--- src/logic/nmi_gate_pkg.sv ---
// Overview of operation
// - NMI request rises only for memory parity or I/O bus parity errors.
// - Error sources are gated ahead of the NMI line so masking disconnects them.
// - Mask is write-only bit 7 of port 0070H; reads never return it.
// - Mask at 0 passes NMI sources; mask resets to 0.
// - Port 0070H writes also hand bits 6..0 to the clock index path.
// - Control port 0061H bit 2 at 0 enables memory parity checking; resets 0.
// - Control port 0061H bit 3 at 0 enables I/O bus checking; resets 0.
// - Status port 0062H bit 7 reads 1 after a memory parity error.
// - Memory error bit stays set until its check is disabled; disabling clears it.
// - Status port 0062H bit 6 reads 1 after an I/O bus parity error.
// - I/O error bit stays set until its check is disabled; disabling clears it.
package nmi_gate_pkg;

  localparam int IO_ADDR_W = 16;
  localparam int IO_DATA_W = 8;
  localparam int RTC_IDX_W = 7;

  localparam logic [IO_ADDR_W-1:0] CTRL_PORT = 16'h0061;
  localparam logic [IO_ADDR_W-1:0] STATUS_PORT = 16'h0062;
  localparam logic [IO_ADDR_W-1:0] MASK_PORT = 16'h0070;

  localparam int MASK_BIT = 7;
  localparam int MEM_DIS_BIT = 2;
  localparam int IO_DIS_BIT = 3;
  localparam int MEM_ERR_BIT = 7;
  localparam int IO_ERR_BIT = 6;

  localparam logic [IO_DATA_W-1:0] CTRL_RESET = 8'h00;
  localparam logic [IO_DATA_W-1:0] READ_ZERO = 8'h00;
  localparam logic [RTC_IDX_W-1:0] RTC_IDX_RESET = 7'h00;

  typedef struct packed {
    logic wr;
    logic rd;
    logic [IO_ADDR_W-1:0] addr;
    logic [IO_DATA_W-1:0] wdata;
  } io_req_type;

  typedef struct packed {
    logic mask;
    logic [IO_DATA_W-1:0] ctrl;
    logic mem_err;
    logic io_err;
    logic nmi;
    logic [IO_DATA_W-1:0] rdata;
    logic rvalid;
    logic [RTC_IDX_W-1:0] rtc_idx;
    logic rtc_wr;
  } state_type;

endpackage

--- src/logic/nmi_parity_error_gating.sv ---
module nmi_parity_error_gating
  import nmi_gate_pkg::*;
(
  // Clock and reset
  input wire logic sys_clk,
  input wire logic rst,
  // Host I/O port access
  input wire io_req_type io_req,
  output logic [IO_DATA_W-1:0] io_rdata,
  output logic io_rvalid,
  // Error sources
  input wire logic mem_parity_err,
  input wire logic iobus_parity_err,
  // Clock index path shared with the mask port
  output logic [RTC_IDX_W-1:0] rtc_index,
  output logic rtc_index_wr,
  // Processor non-maskable request
  output logic nmi_req
);

  state_type s_q;
  state_type s_d;

  logic wr_ctrl;
  logic wr_mask;
  logic rd_ctrl;
  logic rd_status;

  assign wr_ctrl = io_req.wr && (io_req.addr == CTRL_PORT);
  assign wr_mask = io_req.wr && (io_req.addr == MASK_PORT);
  assign rd_ctrl = io_req.rd && (io_req.addr == CTRL_PORT);
  assign rd_status = io_req.rd && (io_req.addr == STATUS_PORT);

  always_comb
  begin
    s_d = s_q;
    s_d.rtc_wr = 1'b0;
    s_d.rvalid = io_req.rd;
    if (wr_mask)
    begin
      s_d.mask = io_req.wdata[MASK_BIT];
      s_d.rtc_idx = io_req.wdata[RTC_IDX_W-1:0];
      s_d.rtc_wr = 1'b1;
    end
    if (wr_ctrl)
    begin
      s_d.ctrl = io_req.wdata;
    end
    // Sticky latches; a new error while enabled always wins over holding
    s_d.mem_err = !s_q.ctrl[MEM_DIS_BIT] && (s_q.mem_err || mem_parity_err);
    s_d.io_err = !s_q.ctrl[IO_DIS_BIT] && (s_q.io_err || iobus_parity_err);
    // Only the two latches reach the gate, and the mask sits before the line
    s_d.nmi = (s_q.mem_err || s_q.io_err) && !s_q.mask;
    // Mask port and unmapped ports read as zero
    s_d.rdata = READ_ZERO;
    if (rd_ctrl)
    begin
      s_d.rdata = s_q.ctrl;
    end
    else if (rd_status)
    begin
      s_d.rdata[MEM_ERR_BIT] = s_q.mem_err;
      s_d.rdata[IO_ERR_BIT] = s_q.io_err;
    end
  end

  always_ff @(posedge sys_clk)
  begin
    if (rst)
    begin
      s_q.mask <= 1'b0;
      s_q.ctrl <= CTRL_RESET;
      s_q.mem_err <= 1'b0;
      s_q.io_err <= 1'b0;
      s_q.nmi <= 1'b0;
      s_q.rdata <= READ_ZERO;
      s_q.rvalid <= 1'b0;
      s_q.rtc_idx <= RTC_IDX_RESET;
      s_q.rtc_wr <= 1'b0;
    end
    else
    begin
      s_q <= s_d;
    end
  end

  assign io_rdata = s_q.rdata;
  assign io_rvalid = s_q.rvalid;
  assign rtc_index = s_q.rtc_idx;
  assign rtc_index_wr = s_q.rtc_wr;
  assign nmi_req = s_q.nmi;
endmodule
--- config.mk ---
export PLATFORM = sky130hd
export DESIGN_NAME = nmi_parity_error_gating
export DESIGN_NICKNAME = d
export VERILOG_FILES = /design/src/logic/nmi_gate_pkg.sv /design/src/logic/nmi_parity_error_gating.sv
export SDC_FILE = /design/constraint.sdc
export NUM_CORES = 1
export LEC_CHECK = 0
export BUFFER_PORTS_ARGS = -buffer_cell sky130_fd_sc_hd__buf_2
export CORE_MARGIN = 4
export CORE_UTILIZATION = 47
export DETAILED_ROUTE_END_ITERATION = 8
export PLACE_DENSITY = 0.77
export SLEW_MARGIN = 10
export SYNTH_ARGS = -nofsm -noshare
export SYNTH_HDL_FRONTEND = slang
export SYNTH_SLANG_ARGS = --single-unit
--- constraint.sdc ---
create_clock -name sys_clk -period 2.5 [get_ports sys_clk]
set_input_delay 0 -clock sys_clk [delete_from_list [all_inputs] [get_ports sys_clk]]
set_output_delay 0 -clock sys_clk [all_outputs]
set_load 0.01 [all_outputs]
* After elaboration in Yosys (flattened, before gate mapping) *
Cells that the tools add are included.

cells by class
  $add $sub $neg = 0
  $mul = 0
  div/mod/pow operators = 0
  $lt $le $gt $ge = 0
  eq/ne operators = 3
  shifts and indexed selects = 0
  multiplexer cells = 3
  bitwise logic cells = 1
  reductions and logical operators = 14

operator list
  cell                   count
  $eq A16 B7 Y1 const B  3
  $logic_and A1 B1 Y1    7
  $mux W2                2
  $logic_not A1 Y1       3
  $logic_or A1 B1 Y1     3
  $reduce_or A2 Y1       1
  $mux W1                1
  $not A1 Y1             1

storage, ports and cells
  register bits after elaboration = 29
  latch bits = 0
  memory bits (writable) = 0
  ROM bits = 0
  input bits = 30
  output and inout port bits = 18
  word-level logic and storage cells = 31
  memories kept = 0

* Longest topological paths before layout *
  word-level depth = 4
  mapped depth = 5
  depth with buffers taken out = 4

* Least setup slack after synthesis *
No wires, ideal clock.

  path kind = input to register
  start = in io_req[21] (netlist bit)
  end = reg s_q (netlist bit rtc_index[0])
  setup time = 0.118 ns
  arrival = 1.128 ns
  data required time = 2.382 ns
  setup slack = 1.253 ns
  cell stages on the path = 5
  buffers on the path = 1
  cells stage by stage = nor4_2 > nand3_1 > or4_4 > buf_6 > mux2i_1

between the ends
  cells in the longest elaborated chain, start to end = 2

ends and longest elaborated chain
  element              line                           text
  start, declared      nmi_parity_error_gating.sv:8   input wire io_req_type io_req,
  $eq A16 B7 Y1        nmi_parity_error_gating.sv:30  assign wr_mask = io_req.wr && (io_req.addr == MASK_PORT);
  $logic_and A1 B1 Y1  nmi_parity_error_gating.sv:30
  end, declared        nmi_parity_error_gating.sv:21  state_type s_q;

No other way between the ends.
A chain may end at the register's enable or synchronous reset.

* Worst setup path after layout *
  start = in io_req[9] (netlist bit)
  end = reg s_q (netlist bit io_rdata[4])

between the ends
  cells in the longest elaborated chain, start to end = 4

ends and longest elaborated chain
  element                            line                           text
  $eq A16 B7 Y1                      nmi_parity_error_gating.sv:31  assign rd_ctrl = io_req.rd && (io_req.addr == CTRL_PORT);
  $logic_and A1 B1 Y1                nmi_parity_error_gating.sv:31
  $not A1 Y1 (no source line)        --
  $reduce_or A2 Y1 (no source line)  --

No other way between the ends.

==> results.json <==
{
  "outcome": "finished, final reports clean",
  "hold_viol": 0,
  "wl_um": 2640,
  "yosys_warnings": 0,
  "hpwlAfterDp_um": 2010,
  "crit_family": "simple AND/OR/NAND/NOR gates",
  "slew_headroom_pct": 58.8,
  "grt_pass1_wl_um": 4330,
  "min_from": "io_req[25]",
  "postPlaceCellArea_mm2": 0.00140,
  "vias": 1090,
  "cp.required_ns": 2.75,
  "hold_class": "in -> reg",
  "cts_resized": 0,
  "ir_worst_vdd_uv": 358,
  "finClkSkew_ns": 0.00763,
  "antenna_cells": 0,
  "holdBufCountCts": 12,
  "via_per_inst": 5.17,
  "max_stage_delay_ns": 0.53,
  "path_cells": "dlygate4sd3_1 -> buf_2 -> nor4bb_1 -> nand4_1 -> nor3b_2 -> and2_1",
  "gp_congestion": 0.837,
  "overflow": 0,
  "setup_viol": 0,
  "yosys.area.top_type": "dfxtp_1",
  "portBuffers": 47,
  "drt_iter0_drc": 24,
  "root_buffer": "clkbuf_4",
  "p_per_area_mw_per_mm2": 508,
  "tns_ns": 0,
  "ios": 48,
  "area.growth.synth_to_final_pct": 23.3,
  "seq_power_share_pct": 58.7,
  "worst-setup-path-type": "in -> reg",
  "grt_pass1_vias": 1047,
  "maxCapViolations": 0,
  "die_h_um": 60.1,
  "initial_core_util_pct": 50.5,
  "syn_inst": 135,
  "syn_avg_cell_area_um2": 9.43,
  "core-area_mm2": 0.00252,
  "wl_per_cell_um": 12.5,
  "worstMarginPinSlew_ns": 0.612,
  "power.leakage_uw": 0.000713,
  "synth_seq_cells": 29,
  "min_period_over_period_pct": 68.1,
  "crit_slowest_cell": "dlygate4sd3_1",
  "synthesis.area_mm2": 0.00127,
  "synth.distinct_cells": 25,
  "clk_latency_ns": 0.31,
  "design_area_mm2": 0.00157,
  "start_kind": "input port",
  "drc_errors": 0,
  "layout-drive-gt1-share_pct": 32.0,
  "slew_violations": 0,
  "cts_tree": "built",
  "synth_nets": 165,
  "layout.cells.non_filler": 211,
  "cp_max_fo": 9,
  "synth_top_area_share_pct": 45.6,
  "htree_levels": 2,
  "reg2reg_from": "s_q[18]",
  "ys_seq_area_share_pct": 45.6,
  "period_needed_ns": 1.70,
  "cts_max_path_buffers": 2,
  "fmax_ghz": 0.587,
  "crit_buf_inv": 2,
  "utilization_pct": 62.3,
  "nets": 210,
  "clkPwrFrac_pct": 32.5,
  "switching_share_pct": 23.2,
  "clk_pin_slew_worst_paths_ns": 0.09,
  "cts_buffers": 5,
  "track_usage_pct": 16.3,
  "power_frac_comb_pct": 8.9,
  "arrival_ns": 1.96,
  "power.internal_uw": 613,
  "antenna_found_initial": 0,
  "cts_setup_buffers": 0,
  "die_w_um": 60.1,
  "rsz0062_at_grt": "false",
  "die-area_mm2": 0.00361,
  "crit_path_start": "io_req[9]",
  "worstSetupEndpointType": "register",
  "p_sw_uw": 185,
  "rows": 18,
  "grt_max_degree": 33,
  "cts.sinks": 29,
  "ys_top_cells_by_area": "dfxtp_1, buf_4, nand2b_1, mux2i_1, nand3_1",
  "postRouteAntennaNets": 0,
  "dr.pass1.iters": 4,
  "numPlacedInstances": 191
}
==> power groups by stage <==
stage                     clock, uW  combinational [uW]  sequential [uW]
after floorplan                   0                21.5              480
after global placement            0                54.5              479
after detailed placement          0                56.3              479
after CTS                       265                70.9              468
after global routing            288                78.7              469
final                           259                70.8              468
==> synth_stat cells <==
| master | n |
|---|---|
| nor4_2 | 1 |
| a21oi_1 | 10 |
| nor4bb_1 | 2 |
| nor2_1 | 5 |
| o21ai_0 | 8 |
| nand3_1 | 12 |
| nor4_1 | 1 |
| nand2_1 | 1 |
| buf_6 | 1 |
| buf_2 | 1 |
| inv_1 | 1 |
| clkbuf_1 | 3 |
| mux2i_1 | 8 |
| nor2b_1 | 1 |
| nor3_1 | 3 |
| and3_1 | 3 |
| buf_4 | 16 |
| nor3b_2 | 1 |
| and4_1 | 1 |
| nand4_1 | 3 |
| nor4_4 | 1 |
| nand2b_1 | 16 |
| and2_1 | 6 |
| dfxtp_1 | 29 |
| or4_4 | 1 |
==> worst register-to-register path, stage by stage, from the launching register on <==
cell,delay (ns)
dfxtp_1,0.34
nor2_1,0.16
nor3_1,0.06
==> flip-flops by register name, indices dropped and copies added, names as in the netlist <==
| register | cells |
|---|---|
| io_rdata | 8 |
| nmi_req | 1 |
| io_rvalid | 1 |
| s_q | 11 |
| rtc_index | 7 |
| rtc_index_wr | 1 |
==> final cells by class <==
cell class	instances	area, um^2
Fill cell	230	952
Multi-Input combinational cell	84	542
Timing Repair Buffer	59	355
Clock inverter	2	10.0
Inverter	1	3.75
Sequential cell	29	581
Clock buffer	6	41.3
Tap cell	30	37.5
==> through the flow <==
stage / hold WS [ns] / power (uW) / worst slack, ns
after detailed placement: 0.270 / 535 / 1.02
after floorplan: 0.128 / 501 / 1.25
after global routing: 0.105 / 835 / 0.510
after global placement: 0.234 / 533 / 1.10
after CTS: 0.103 / 805 / 0.807
final: 0.110 / 798 / 0.798
==> cell usage in the layout, fill, tap and decap left out <==
cell           instances
or4_4                  1
buf_2                 47
clkinv_2               2
and4_1                 1
clkbuf_1               1
nor4bb_1               2
nand3_1               12
mux2i_1                8
clkbuf_4               5
nor3b_2                1
nor2_1                 5
a21oi_1               10
nand2b_1              16
dfxtp_1               29
nand2_1                1
nor3_1                 3
and2_1                 6
dlygate4sd3_1         12
nor4_2                 1
nor4_1                 1
inv_1                  1
o21ai_0                8
and3_1                 3
nor2b_1                1
nor4_4                 1
nand4_1                3
==> worst paths after layout <==
kind / endpoint / slack [ns] / cells after the start
hold / removal: rtc_index[6] / 0.11 / 4
setup / recovery: io_rdata[4] / 0.80 / 6
hold reg to reg: nmi_req / 0.45 / 1
setup reg to reg: nmi_req / 1.81 / 2
==> cells by family after synthesis <==
family,after synthesis,share of synthesized area [%]
buffers and inverters,22,11.9
DFF,29,45.6
AOI/OAI and AO/OA,18,7.07
muxes,8,6.29
and+or+nand+nor,58,29.2
==> layer usage <==
layer  track usage (%)  part of all wire (%)  vias up  routed length (um)
li1                  -                     -      542                   -
met1              18.3                    39      500                1020
met2              27.5                    51       42                1340
met3              6.05                   7.8        6                 205
met4              6.96                   2.4        0                  64
met5                 0                     0        -                   0
No activity file was read; power rests on OpenSTA's default activity.
